**src/design/cpu_core_regs.svh**
```systemverilog
`ifndef CPU_CORE_REGS_SVH
`define CPU_CORE_REGS_SVH

`define RST_STACK    16'h00ff
`define STACK_LOW_FF 8'hff
`define VEC_RESET    16'hfffe
`define VEC_TRAP     16'hfffc
`define VEC_TRAP_MON 16'hfefc
`define VEC_IRQ_TOP  16'hfffa
`define IRQ_LINES    4

`define CC_V 7
`define CC_H 4
`define CC_I 3
`define CC_N 2
`define CC_Z 1
`define CC_C 0
`define CC_ONES  8'h60
`define CC_RESET 8'h68

`define REC_SHORT 32
`define REC_LONG  4096
`define CNT_W     13

`define RA_ACC    4'h0
`define RA_XH     4'h1
`define RA_XL     4'h2
`define RA_STK_HI 4'h3
`define RA_STK_LO 4'h4
`define RA_PRG_HI 4'h5
`define RA_PRG_LO 4'h6
`define RA_CC     4'h7
`define RA_STATUS 4'h8

`endif

```
**src/design/cpu_core_pkg.sv**
```systemverilog
`include "cpu_core_regs.svh"
package cpu_core_pkg;

  typedef enum logic [4:0] {
    op_none, op_add, op_adc, op_sub, op_sbc, op_and, op_or, op_xor,
    op_load, op_shl, op_shr, op_load_x, op_load_h, op_load_indexed,
    op_branch_ge, op_set_mask, stack_low_reload_op, mask_clear_op,
    interrupt_return_op, software_trap_op, push_high_index_op,
    pull_high_index_op, op_wait, op_stop
  } op_t;

  typedef enum logic [2:0] {
    st_run, st_push, st_fetch, st_pull, st_load, st_wait, st_stop,
    st_recover
  } state_t;

  typedef logic [`CNT_W-1:0] cnt_t;

  typedef struct packed {
    logic [15:0] addr;
    logic [7:0]  wdata;
    logic        write;
    logic        read;
  } mem_req_t;

  typedef struct packed {
    logic [3:0] addr;
    logic [7:0] wdata;
    logic       write;
    logic       read;
  } reg_req_t;

  typedef struct packed {
    state_t                 st;
    logic [2:0]             step;
    logic [1:0]             ph;
    cnt_t                   cnt;
    logic                   entry;
    logic                   quiet;
    logic [15:0]            vec;
    logic [7:0]             acc;
    logic [7:0]             xh;
    logic [7:0]             xl;
    logic [15:0]            sp;
    logic [15:0]            pc;
    logic [7:0]             cc;
    logic                   in_brk;
    logic                   rdy;
    logic                   done;
    logic                   illegal;
    logic                   stopped;
    mem_req_t               mem;
    logic [7:0]             rdata;
    logic [`IRQ_LINES-1:0]  irq_m;
    logic [`IRQ_LINES-1:0]  irq_s;
  } core_t;

endpackage

```
**src/design/cpu_register_flag_core.sv**
```systemverilog
`timescale 1ns/1ps
`include "cpu_core_regs.svh"
////////////////////////////////////////////////////////////////////////////
////////////////////////////////////////////////////////////////////////////
module cpu_register_flag_core #(
  parameter int LONG_RECOVERY = `REC_LONG // long stop recovery cycles
) (
  input  wire logic                   i_clock,        // 40 mhz
  input  wire logic                   i_reset,        // sync, high
  input  wire logic                   i_clock_en,     // freeze when low
  input  wire logic                   i_op_valid,     // op offered
  input  wire cpu_core_pkg::op_t      i_op,           // op code
  input  wire logic [7:0]             i_operand,      // immediate byte
  input  wire logic [7:0]             i_mem_rdata,    // memory read data
  input  wire logic [`IRQ_LINES-1:0]  i_irq,          // request pins
  input  wire logic                   i_break,        // break request
  input  wire logic                   i_break_en,     // break enabled
  input  wire logic                   i_monitor,      // monitor mode
  input  wire logic                   i_stop_enable,  // stop allowed
  input  wire logic                   i_short_recovery, // short delay
  input  wire cpu_core_pkg::reg_req_t i_reg,          // register port
  output logic                        o_ready,        // op may be taken
  output logic                        o_done,         // op finished
  output logic                        o_illegal,      // illegal op
  output logic                        o_clock_stopped,// wait or stop
  output logic                        o_in_break,     // in break handler
  output cpu_core_pkg::mem_req_t      o_mem,          // memory request
  output logic [7:0]                  o_reg_rdata,    // register read
  output logic [7:0]                  o_accumulator,  // accumulator
  output logic [15:0]                 o_index_pair,   // index pair
  output logic [15:0]                 o_stack_pointer,// stack pointer
  output logic [15:0]                 o_program_counter, // pc
  output logic [7:0]                  o_condition_code_reg // codes
);
  import cpu_core_pkg::*;

  localparam int WW = $clog2(`IRQ_LINES);

  core_t                 q;
  core_t                 d;
  logic [`IRQ_LINES-1:0] irq_pend;
  logic                  brk_pend;
  logic                  entering;
  logic                  take;
  logic                  entry_req;
  logic [WW-1:0]         win;
  logic [7:0]            res;
  logic [7:0]            hx;
  logic [8:0]            sum;
  logic [8:0]            dif;
  logic                  cin;
  logic                  cf;
  logic                  v;
  logic                  alu;
  logic                  hc_exp;
  logic [4:0]            nib;

  ////////////////////////////////////////////////////////////////////////
  // next state
  always_comb
  begin
    d = q;
    d.done = 1'b0;
    d.illegal = 1'b0;
    d.mem.write = 1'b0;
    d.mem.read = 1'b0;
    d.rdata = 8'h00;
    d.irq_m = i_irq;
    d.irq_s = q.irq_m;
    irq_pend = q.irq_s & {`IRQ_LINES{~q.cc[`CC_I]}};
    brk_pend = i_break_en & i_break & ~q.in_brk;
    win = '0;
    for (int k = `IRQ_LINES - 1; k >= 0; k--)
    begin
      if (irq_pend[k])
        win = k[WW-1:0];
    end
    entering = (q.st == st_run) & (brk_pend | (|irq_pend));
    take = (q.st == st_run) & q.rdy & i_op_valid & ~entering;
    entry_req = entering;
    cin = q.cc[`CC_C] & (i_op == op_adc || i_op == op_sbc);
    sum = {1'b0, q.acc} + {1'b0, i_operand} + {8'h00, cin};
    dif = {1'b0, q.acc} - {1'b0, i_operand} - {8'h00, cin};
    nib = {1'b0, q.acc[3:0]} + {1'b0, i_operand[3:0]};
    hc_exp = nib[4];
    res = q.acc;
    hx = 8'h00;
    cf = q.cc[`CC_C];
    v = q.cc[`CC_V];
    alu = 1'b0;

    // register port
    if (i_reg.read)
    begin
      case (i_reg.addr)
        `RA_ACC:    d.rdata = q.acc;
        `RA_XH:     d.rdata = q.xh;
        `RA_XL:     d.rdata = q.xl;
        `RA_STK_HI: d.rdata = q.sp[15:8];
        `RA_STK_LO: d.rdata = q.sp[7:0];
        `RA_PRG_HI: d.rdata = q.pc[15:8];
        `RA_PRG_LO: d.rdata = q.pc[7:0];
        `RA_CC:     d.rdata = q.cc;
        `RA_STATUS: d.rdata = {4'h0, q.in_brk, q.stopped, q.rdy,
                               q.st == st_run};
        default:    d.rdata = 8'h00;
      endcase
    end
    if (i_reg.write && q.st == st_run)
    begin
      case (i_reg.addr)
        `RA_ACC:    d.acc = i_reg.wdata;
        `RA_XH:     d.xh = i_reg.wdata;
        `RA_XL:     d.xl = i_reg.wdata;
        `RA_STK_HI: d.sp[15:8] = i_reg.wdata;
        `RA_STK_LO: d.sp[7:0] = i_reg.wdata;
        `RA_PRG_HI: d.pc[15:8] = i_reg.wdata;
        `RA_PRG_LO: d.pc[7:0] = i_reg.wdata;
        // mask bit kept; ones forced
        `RA_CC:     d.cc = {i_reg.wdata[7], 2'b11, i_reg.wdata[4],
                            q.cc[`CC_I], i_reg.wdata[2:0]};
        default:    d.cc = d.cc;
      endcase
    end

    // shared read sequencing: issue, wait, capture
    if (q.st == st_fetch || q.st == st_pull || q.st == st_load)
    begin
      d.ph = q.ph + 2'h1;
      if (q.ph == 2'h0)
        d.mem.read = 1'b1;
    end

    case (q.st)
      st_run:
      begin
        d.rdy = 1'b1;
        if (take)
        begin
          d.rdy = 1'b0;
          d.done = 1'b1;
          case (i_op)
            op_add, op_adc:
            begin
              res = sum[7:0];
              cf = sum[8];
              v = (q.acc[7] == i_operand[7]) & (res[7] != q.acc[7]);
              hx = q.acc ^ i_operand ^ res;
              d.cc[`CC_H] = hx[4];
              alu = 1'b1;
            end
            op_sub, op_sbc:
            begin
              res = dif[7:0];
              cf = dif[8];
              v = (q.acc[7] != i_operand[7]) & (res[7] != q.acc[7]);
              alu = 1'b1;
            end
            op_and, op_or, op_xor, op_load:
            begin
              case (i_op)
                op_and:  res = q.acc & i_operand;
                op_or:   res = q.acc | i_operand;
                op_xor:  res = q.acc ^ i_operand;
                default: res = i_operand;
              endcase
              v = 1'b0;
              alu = 1'b1;
            end
            op_shl:
            begin
              res = {q.acc[6:0], 1'b0};
              cf = q.acc[7];
              v = res[7] ^ q.acc[7];
              alu = 1'b1;
            end
            op_shr:
            begin
              res = {1'b0, q.acc[7:1]};
              cf = q.acc[0];
              v = q.acc[0];
              alu = 1'b1;
            end
            op_load_x:
              d.xl = i_operand;
            op_load_h:
              d.xh = i_operand;
            op_branch_ge:
            begin
              if (q.cc[`CC_N] == q.cc[`CC_V])
                d.pc = q.pc + {{8{i_operand[7]}}, i_operand};
            end
            op_set_mask:
              d.cc[`CC_I] = 1'b1;
            mask_clear_op:
              d.cc[`CC_I] = 1'b0;
            stack_low_reload_op:
              d.sp[7:0] = `STACK_LOW_FF;
            software_trap_op:
            begin
              d.done = 1'b0;
              d.st = st_push;
              d.entry = 1'b1;
              d.quiet = 1'b0;
              d.step = 3'h0;
              d.vec = i_monitor ? `VEC_TRAP_MON : `VEC_TRAP;
            end
            interrupt_return_op, pull_high_index_op:
            begin
              d.done = 1'b0;
              d.st = st_pull;
              d.entry = (i_op == interrupt_return_op);
              d.step = 3'h0;
              d.ph = 2'h0;
            end
            push_high_index_op:
            begin
              d.done = 1'b0;
              d.st = st_push;
              d.entry = 1'b0;
              d.step = 3'h0;
            end
            op_load_indexed:
            begin
              d.done = 1'b0;
              d.st = st_load;
              d.ph = 2'h0;
            end
            op_wait:
            begin
              d.done = 1'b0;
              d.cc[`CC_I] = 1'b0;
              d.st = st_wait;
              d.stopped = 1'b1;
            end
            op_stop:
            begin
              if (!i_stop_enable)
                d.illegal = 1'b1;
              else
              begin
                d.done = 1'b0;
                d.cc[`CC_I] = 1'b0;
                d.st = st_stop;
                d.stopped = 1'b1;
              end
            end
            default:
              d.done = 1'b1;
          endcase
          if (alu)
          begin
            d.acc = res;
            d.cc[`CC_V] = v;
            d.cc[`CC_N] = res[7];
            d.cc[`CC_Z] = (res == 8'h00);
            d.cc[`CC_C] = cf;
          end
        end
      end
      st_push:
      begin
        d.mem.write = 1'b1;
        d.mem.addr = q.sp;
        d.sp = q.sp - 16'h0001;
        if (!q.entry)
          d.mem.wdata = q.xh;
        else
        begin
          case (q.step)
            3'h0:    d.mem.wdata = q.pc[7:0];
            3'h1:    d.mem.wdata = q.pc[15:8];
            3'h2:    d.mem.wdata = q.xl;
            3'h3:    d.mem.wdata = q.acc;
            default: d.mem.wdata = q.cc;
          endcase
        end
        if (!q.entry)
        begin
          d.st = st_run;
          d.done = 1'b1;
        end
        else if (q.step == 3'h4)
        begin
          d.cc[`CC_I] = 1'b1;
          d.st = st_fetch;
          d.step = 3'h0;
          d.ph = 2'h0;
        end
        else
          d.step = q.step + 3'h1;
      end
      st_fetch:
      begin
        if (q.ph == 2'h0)
          d.mem.addr = q.vec + {13'h0000, q.step};
        if (q.ph == 2'h2)
        begin
          d.ph = 2'h0;
          if (q.step == 3'h0)
          begin
            d.pc[15:8] = i_mem_rdata;
            d.step = 3'h1;
          end
          else
          begin
            d.pc[7:0] = i_mem_rdata;
            d.st = st_run;
            d.done = ~q.quiet;
          end
        end
      end
      st_pull:
      begin
        if (q.ph == 2'h0)
        begin
          d.sp = q.sp + 16'h0001;
          d.mem.addr = q.sp + 16'h0001;
        end
        if (q.ph == 2'h2)
        begin
          d.ph = 2'h0;
          if (!q.entry)
            d.xh = i_mem_rdata;
          else
          begin
            case (q.step)
              3'h0:    d.cc = i_mem_rdata | `CC_ONES;
              3'h1:    d.acc = i_mem_rdata;
              3'h2:    d.xl = i_mem_rdata;
              3'h3:    d.pc[15:8] = i_mem_rdata;
              default: d.pc[7:0] = i_mem_rdata;
            endcase
          end
          if (!q.entry || q.step == 3'h4)
          begin
            d.st = st_run;
            d.done = 1'b1;
            // a still-raised break traps again at once
            if (q.entry)
              d.in_brk = 1'b0;
          end
          else
            d.step = q.step + 3'h1;
        end
      end
      st_load:
      begin
        if (q.ph == 2'h0)
          d.mem.addr = {q.xh, q.xl};
        if (q.ph == 2'h2)
        begin
          d.ph = 2'h0;
          d.acc = i_mem_rdata;
          d.cc[`CC_V] = 1'b0;
          d.cc[`CC_N] = i_mem_rdata[7];
          d.cc[`CC_Z] = (i_mem_rdata == 8'h00);
          d.st = st_run;
          d.done = 1'b1;
        end
      end
      st_wait:
        entry_req = brk_pend | (|irq_pend);
      st_stop:
      begin
        if (|irq_pend)
        begin
          d.st = st_recover;
          d.cnt = i_short_recovery ? cnt_t'(`REC_SHORT - 1)
                                   : cnt_t'(LONG_RECOVERY - 1);
        end
      end
      st_recover:
      begin
        if (q.cnt != '0)
          d.cnt = q.cnt - cnt_t'(1);
        else if (brk_pend | (|irq_pend))
          entry_req = 1'b1;
        else
        begin
          d.st = st_run;
          d.stopped = 1'b0;
        end
      end
      default:
        d.st = st_run;
    endcase

    if (entry_req)
    begin
      d.st = st_push;
      d.entry = 1'b1;
      d.quiet = 1'b1;
      d.step = 3'h0;
      d.rdy = 1'b0;
      d.stopped = 1'b0;
      if (brk_pend)
      begin
        d.in_brk = 1'b1;
        d.vec = i_monitor ? `VEC_TRAP_MON : `VEC_TRAP;
      end
      else
        d.vec = `VEC_IRQ_TOP - 16'({win, 1'b0});
    end
  end

  ////////////////////////////////////////////////////////////////////////
  // state register
  always_ff @(posedge i_clock)
  begin
    if (i_reset)
    begin
      q <= '0;
      q.st <= st_fetch;
      q.quiet <= 1'b1;
      q.vec <= `VEC_RESET;
      q.sp <= `RST_STACK;
      q.cc <= `CC_RESET;
    end
    else if (i_clock_en)
      q <= d;
  end

  assign o_ready = q.rdy;
  assign o_done = q.done;
  assign o_illegal = q.illegal;
  assign o_clock_stopped = q.stopped;
  assign o_in_break = q.in_brk;
  assign o_mem = q.mem;
  assign o_reg_rdata = q.rdata;
  assign o_accumulator = q.acc;
  assign o_index_pair = {q.xh, q.xl};
  assign o_stack_pointer = q.sp;
  assign o_program_counter = q.pc;
  assign o_condition_code_reg = q.cc;

  ////////////////////////////////////////////////////////////////////////
  // checks
  a_cc_ones: assert property (@(posedge i_clock) disable iff (i_reset)
    q.cc[6:5] == 2'b11)
    else $error("condition code ones lost");

  a_reset_state: assert property (@(posedge i_clock)
    $past(i_reset) && !i_reset |-> q.sp == `RST_STACK && q.cc[`CC_I]
      && q.st == st_fetch)
    else $error("reset state wrong");

  a_stack_reload: assert property (@(posedge i_clock)
    disable iff (i_reset)
    i_clock_en && take && i_op == stack_low_reload_op |=>
      q.sp[7:0] == `STACK_LOW_FF
      && ((q.sp ^ $past(q.sp)) & 16'hff00) == 16'h0000)
    else $error("stack reload wrong");

  a_push_addr: assert property (@(posedge i_clock) disable iff (i_reset)
    q.mem.write |-> q.mem.addr == q.sp + 16'h0001)
    else $error("push address not next free slot");

  a_mask_blocks: assert property (@(posedge i_clock)
    disable iff (i_reset)
    i_clock_en && q.st == st_run && q.cc[`CC_I] && !brk_pend
      && !(take && i_op == software_trap_op)
      |=> !(q.st == st_push && q.entry))
    else $error("masked request entered");

  a_entry_mask: assert property (@(posedge i_clock)
    disable iff (i_reset)
    i_clock_en && q.st == st_push && q.entry && q.step == 3'h4
      |=> q.cc[`CC_I] && q.st == st_fetch && q.ph == 2'h0)
    else $error("mask not set before vector");

  a_half_carry: assert property (@(posedge i_clock)
    disable iff (i_reset)
    i_clock_en && take && i_op == op_add |=> q.cc[`CC_H] == $past(hc_exp))
    else $error("half carry wrong");

  a_load_flags: assert property (@(posedge i_clock)
    disable iff (i_reset)
    i_clock_en && take && i_op == op_load |=> q.acc == $past(i_operand)
      && q.cc[`CC_Z] == (q.acc == 8'h00) && q.cc[`CC_N] == q.acc[7])
    else $error("load flags wrong");

  a_stop_illegal: assert property (@(posedge i_clock)
    disable iff (i_reset)
    i_clock_en && take && i_op == op_stop && !i_stop_enable
      |=> q.illegal && q.st == st_run && !q.stopped)
    else $error("disabled stop not illegal");

  a_short_recover: assert property (@(posedge i_clock)
    disable iff (i_reset)
    i_clock_en && q.st == st_stop && (|irq_pend) && i_short_recovery
      |=> q.st == st_recover && q.cnt == cnt_t'(31) && q.stopped)
    else $error("short recovery count wrong");

endmodule

```
**config.mk**
```make
export PLATFORM = sky130hd
export DESIGN_NAME = cpu_register_flag_core
export DESIGN_NICKNAME = d
export VERILOG_FILES = /design/src/design/cpu_core_pkg.sv /design/src/design/cpu_register_flag_core.sv
export VERILOG_INCLUDE_DIRS = /design/src /design/src/design
export SDC_FILE = /design/constraint.sdc
export NUM_CORES = 1
export LEC_CHECK = 0
export BUFFER_PORTS_ARGS = -buffer_cell sky130_fd_sc_hd__buf_4
export CORE_MARGIN = 2
export CORE_UTILIZATION = 55
export CTS_BUF_LIST = sky130_fd_sc_hd__clkbuf_16
export DETAILED_ROUTE_END_ITERATION = 16
export PLACE_DENSITY = 0.73
export SETUP_SLACK_MARGIN = 0.4
export SLEW_MARGIN = 20
export SYNTH_ARGS = -nofsm -noshare
export SYNTH_HDL_FRONTEND = slang
export SYNTH_SLANG_ARGS = --single-unit
```
**constraint.sdc**
```tcl
create_clock -name i_clock -period 8.9 [get_ports i_clock]
set_input_delay 0.445 -clock i_clock [delete_from_list [all_inputs] [get_ports i_clock]]
set_output_delay 0.445 -clock i_clock [all_outputs]
set_load 0.02 [all_outputs]
```
# ---- Word level (Yosys, flattened, before mapping)
# Index checks and enable logic that the tools add are counted.
dict set report classes {
  addsub 12
  eq_ne 72
  mux 141
  bitwise 20
  n_reduce_logical 45
}
# operator n
set ops {}
lappend ops {{2-to-1 mux 8 bit} 30}
lappend ops {{2-to-1 mux 16 bit} 8}
lappend ops {{one-hot mux 8 bit (3 select lines)} 3}
lappend ops {{one-hot mux 8 bit (9 select lines)} 1}
lappend ops {{2-to-1 mux 64 bit} 1}
lappend ops {{one-hot mux 16 bit (4 select lines)} 1}
lappend ops {{2-to-1 mux 25 bit} 2}
lappend ops {{2-to-1 mux 24 bit} 2}
lappend ops {{one-hot mux 16 bit (3 select lines)} 1}
lappend ops {{2-to-1 mux 3 bit} 14}
lappend ops {{2-to-1 mux 42 bit} 1}
lappend ops {{equality test 5 x 4 -> 1 bit, second input constant} 8}
lappend ops {{equality test 5 bit, second input constant} 8}
lappend ops {{one-hot mux 8 bit (5 select lines)} 1}
lappend ops {{2-to-1 mux 18 bit} 2}
lappend ops {{2-to-1 mux 1 bit} 32}
lappend ops {{one-hot mux 16 bit (2 select lines)} 1}
lappend ops {{one-hot mux 8 bit (4 select lines)} 1}
lappend ops {{2-to-1 mux 13 bit} 2}
lappend ops {{one-hot mux 13 bit (2 select lines)} 1}
lappend ops {{!= test 3 bit, second input constant} 8}
lappend ops {{2-to-1 mux 2 bit} 11}
lappend ops {{one-hot mux 3 bit (7 select lines)} 1}
lappend ops {{equality test 5 x 3 -> 1 bit, second input constant} 4}
lappend ops {{79 further kinds} 146}
dict set report totals {
  reg_bits 150
  in_bits 48
  output_inout_bits 103
  wordCells 317
}

# ---- Longest topological paths before layout
dict set report depth {
  depth_word 13
  mapped_depth 18
}

# ---- Least setup slack after synthesis
# No wires, ideal clock.
dict set report synth_timing {
  path_type {input port to flip-flop}
  from {input i_op[0]}
  to {register q (netlist bit o_condition_code_reg[0])}
  setup_ps 91
  arrival_time_ps 3833
  t_required_ps 8809
  setup_slack_ps 4976
  stages 18
  cell_sequence {clkbuf_1 inv_2 clkbuf_1 nand3_1 inv_1 fa_1 inv_1 ha_1 or2_2 fa_1 o21a_1 o21a_1 o21ai_0 nand2b_1 a31oi_1 xor2_1 o211ai_1 a311oi_1}
}
dict set report synth_via {
  elab_chain_cells 8
  word_cells_on_any_way 26
}
# item line_no
set synth_lines {}
lappend synth_lines {{start: declaration} cpu_register_flag_core.sv:12} ;# input wire cpu_core_pkg::op_t i_op,
lappend synth_lines {{equality test 5 x 2 -> 1 bit (tied with other cells)} {cpu_register_flag_core.sv:81, cpu_register_flag_core.sv:142}}
lappend synth_lines {{logical OR 1 bit / OR reduction 10 bit (equally long branches)} n/a}
lappend synth_lines {{AND 1 bit / 2-to-1 mux 1 bit (equally long branches)} {cpu_register_flag_core.sv:81, cpu_register_flag_core.sv:142}}
lappend synth_lines {{subtractor 9 x 1 -> 9 bit (tied with other cells)} cpu_register_flag_core.sv:83} ;# dif = {1'b0, q.acc} - {1'b0, i_operand} - {8'h00, cin};
lappend synth_lines {{one-hot mux 1 bit (4 select lines) / 2-to-1 mux 1 bit (equally long branches)} {cpu_register_flag_core.sv:142, cpu_register_flag_core.sv:134}}
lappend synth_lines {{2-to-1 mux 3 bit} cpu_register_flag_core.sv:251} ;# if (alu)
lappend synth_lines {{2-to-1 mux 5 bit} cpu_register_flag_core.sv:138} ;# if (take)
lappend synth_lines {{one-hot mux 1 bit (2 select lines)} cpu_register_flag_core.sv:134} ;# case (q.st)
lappend synth_lines {{end: declaration} cpu_register_flag_core.sv:39} ;# core_t q;
# Several ways; a longest one is shown, not always the timed one. The select of a mux whose other input is x is not followed.
# A chain may end at the register's enable or synchronous reset.

# ---- Worst setup path in the final report
dict set report layout_timing {
  from {input i_op[1]}
  to {register q (netlist bit o_condition_code_reg[0])}
}
# Same word-level chain as after synthesis.

==> results.sh <==
export IMPL_grt_pass1_wl_um=73900
export IMPL_async_flop_share=0
export IMPL_routed_via_density=6.67
export IMPL_period_share=0.461
export IMPL_vias=13969
export IMPL_cts_hold_buf=0
export IMPL_largest_reg_flops=32
export IMPL_syn_num_nets=1917
export IMPL_drt_iter0_markers=1535
export IMPL_yosys_area_top_type_share=0.215
export IMPL_r2r_start="o_condition_code_reg[0]"
export IMPL_crit_end="o_condition_code_reg[0]"
export IMPL_die_y_um=158
export IMPL_grt_max_degree=91
export IMPL_synthSimpleGateAreaFrac=0.232
export IMPL_start_util=0.556
export IMPL_grt_remaining_overflow=0
export IMPL_clock_root_buffer="clkbuf_16"
export IMPL_r2r_worst_path_cells=14
export IMPL_power_density_mw_per_mm2=170
export IMPL_nets=1874
export IMPL_clock_sinks=139
export IMPL_grt_pass1_vias=12550
export IMPL_worst_pin_slew_ps=1050
export IMPL_outcome="finished, final reports clean"
export IMPL_synth_top_family_by_area="compound AO/OA/AOI/OAI gates"
export IMPL_whs_ps=238
export IMPL_cts_tree="yes"
export IMPL_cts_repair_resized=0
export IMPL_cp_required_ps=9250
export IMPL_cts_buffer_depth=2
export IMPL_drc=0
export IMPL_slew_headroom=0.301
export IMPL_worstHoldStart="i_irq[2]"
export IMPL_crit_type="in2reg"
export IMPL_dp_final_hpwl_um=35000
export IMPL_ant_nets=0
export IMPL_antenna_found_initial=0
export IMPL_fmax_ghz=0.244
export IMPL_hp_class="in2reg"
export IMPL_cts_buffers=17
export IMPL_hold_violations=0
export IMPL_synthCells=1806
export IMPL_synth_edf_count=0
export IMPL_synth_seq_area_share=0.215
export IMPL_synth_cell_types=87
export IMPL_cp_start_kind="input port"
export IMPL_boundaryPins=151
export IMPL_wire_per_inst_um=23.1
export IMPL_yosysMostFrequentCell="nor2_1"
export IMPL_area_delta_synth_final_pct=7.45
export IMPL_synthAdderAreaFrac=0.0637
export IMPL_synth_area_mux_share=0.0717
export IMPL_final_critical_path_setup_slack_ps=4790
export IMPL_vdd_ir_drop_worst_v=0.000159
export IMPL_fin_worst_skew_ps=10.7
export IMPL_crit_path_start="i_op[1]"
export IMPL_routed_wl_um=48400
export IMPL_total_leakage_power_uw=0.00557
export IMPL_r2r_end="o_condition_code_reg[0]"
export IMPL_power_uw=2370
export IMPL_setup_viol=0
export IMPL_ys_seq_elements=139
export IMPL_cp_max_fo=35
export IMPL_synth_top_area_cell="dfxtp_1"
export IMPL_final_fill_count=2278
export IMPL_synth_compound_area_share=0.280
export IMPL_max_flop_register="q"
export IMPL_arrival_ps=4450
export IMPL_pre_cts_ws_ps=4450
export IMPL_grt_usage=0.388
export IMPL_rows=56
export IMPL_drive_gt1_frac=0.138
export IMPL_fin_util=0.597
export IMPL_htree_levels=4
export IMPL_port_buffers=150
export IMPL_avgSynthCellArea_um2=7.18
export IMPL_finalWeightedCongestion=0.995
export IMPL_clk_latency_ps=440
export IMPL_maxCapViolCount=0
export IMPL_clk_pin_slew_ps=70
export IMPL_synthTopCellsByCount="213 x nor2_1, 186 x nand2_1, 163 x a21oi_1"
export IMPL_period_needed_ps=4110
export IMPL_synth_flop_cell="dfxtp_1"
export IMPL_synthTopCellsByArea="dfxtp_1 21%, a21oi_1 6.3%, nor2_1 6.2%"
export IMPL_fp_dieW_um=158
export IMPL_ys_warn_count=0
export IMPL_die_area_mm2=0.0248
export IMPL_finalSetupTns_ps=0
export IMPL_n_antenna_cell=0
export IMPL_synth_xor_area_frac=0.0270
export IMPL_reg2reg_slack_ps=5060
export IMPL_core_area_mm2=0.0233
export IMPL_drtPass1Iterations=6
export IMPL_rsz0062_at_grt="no"
export IMPL_cts_setup_buffers=0
export IMPL_slew_violations=0
export IMPL_syn_cell_area_mm2=0.0130
export IMPL_crit_path_end_kind="register"
==> worst min path at each step <==
stage	cells past startpoint	end
after CTS	3	d[2]
after global placement	2	q[140]
final	3	d[2]
after detailed placement	2	o_mem[24]
after global routing	3	d[2]
after floorplan	2	q[140]
==> metal layers <==
layer,global-route usage,routed length [um],vias up
met1,0.532,19700,6490
met2,0.591,20800,927
li1,-,-,6374
met3,0.0666,5430,178
met5,0,0,-
met4,0.185,2390,0
==> cell families after synthesis <==
logic type               count (synthesis)
buffers and inverters                  280
AO/OA/AOI/OAI                          548
AND/OR/NAND/NOR                        647
adder cells (fa/ha/maj)                 63
XOR/XNOR                                40
flip-flops                             139
multiplexers                            89
==> where the power goes <==
part | total (uW) | internal [uW] | switching, uW
clock network | 724 | 395 | 329
registers | 758 | 674 | 83.8
logic | 891 | 323 | 568
==> through the flow <==
stage,cell area (um2),std cells
detailed placement,13400,2063
global route,13900,2095
CTS,13900,2095
floorplan,13000,1806
finish,13900,2095
global placement,13400,2063
==> worst max-delay path, cell delays in order <==
cell and delay (ps):
buf_4 370, xnor2_1 200, nor3_1 240, nand3_1 150, inv_1 100, fa_1 460, ha_1 230, or2_2 310
fa_1 440, o21a_1 220, o21a_1 180, o21ai_0 160, nand2b_1 110, a31oi_1 260, xor2_1 180, o211ai_1 120
a311oi_1 280
==> layout by cell type, fill, tap and decap left out, types with 10 or more instances in the layout <==
master / Yosys / layout
o22ai_1: 23 / 23
mux2i_1: 76 / 76
a21o_1: 11 / 11
mux2_2: 11 / 11
nor2b_1: 16 / 16
nand2_1: 186 / 186
or3_1: 11 / 11
dfxtp_1: 139 / 139
a22oi_1: 29 / 29
nor2_1: 213 / 213
a221oi_1: 13 / 13
a31oi_1: 16 / 16
xnor2_1: 25 / 25
buf_4: 99 / 161
a211oi_1: 52 / 52
inv_1: 54 / 54
ha_1: 58 / 58
clkbuf_16: 0 / 17
nor3_1: 82 / 82
a211o_1: 10 / 10
o21ai_0: 84 / 84
a21oi_1: 163 / 163
a221o_1: 10 / 10
o211ai_1: 20 / 20
or2_2: 10 / 10
a22o_1: 10 / 10
nand2b_1: 25 / 25
xor2_1: 15 / 15
o21ai_1: 16 / 16
nand3_1: 32 / 32
==> final cells by class <==
type	count	area, um2	share of cell area
tap	319	399	0.0287
sequential	139	2780	0.200
inverter	57	214	0.0154
multi-input combinational	1387	8750	0.628
timing repair buffer	161	1210	0.0868
clock inverter	15	151	0.0109
clock buffer	17	425	0.0305
No activity file was read; power rests on OpenSTA's default activity.
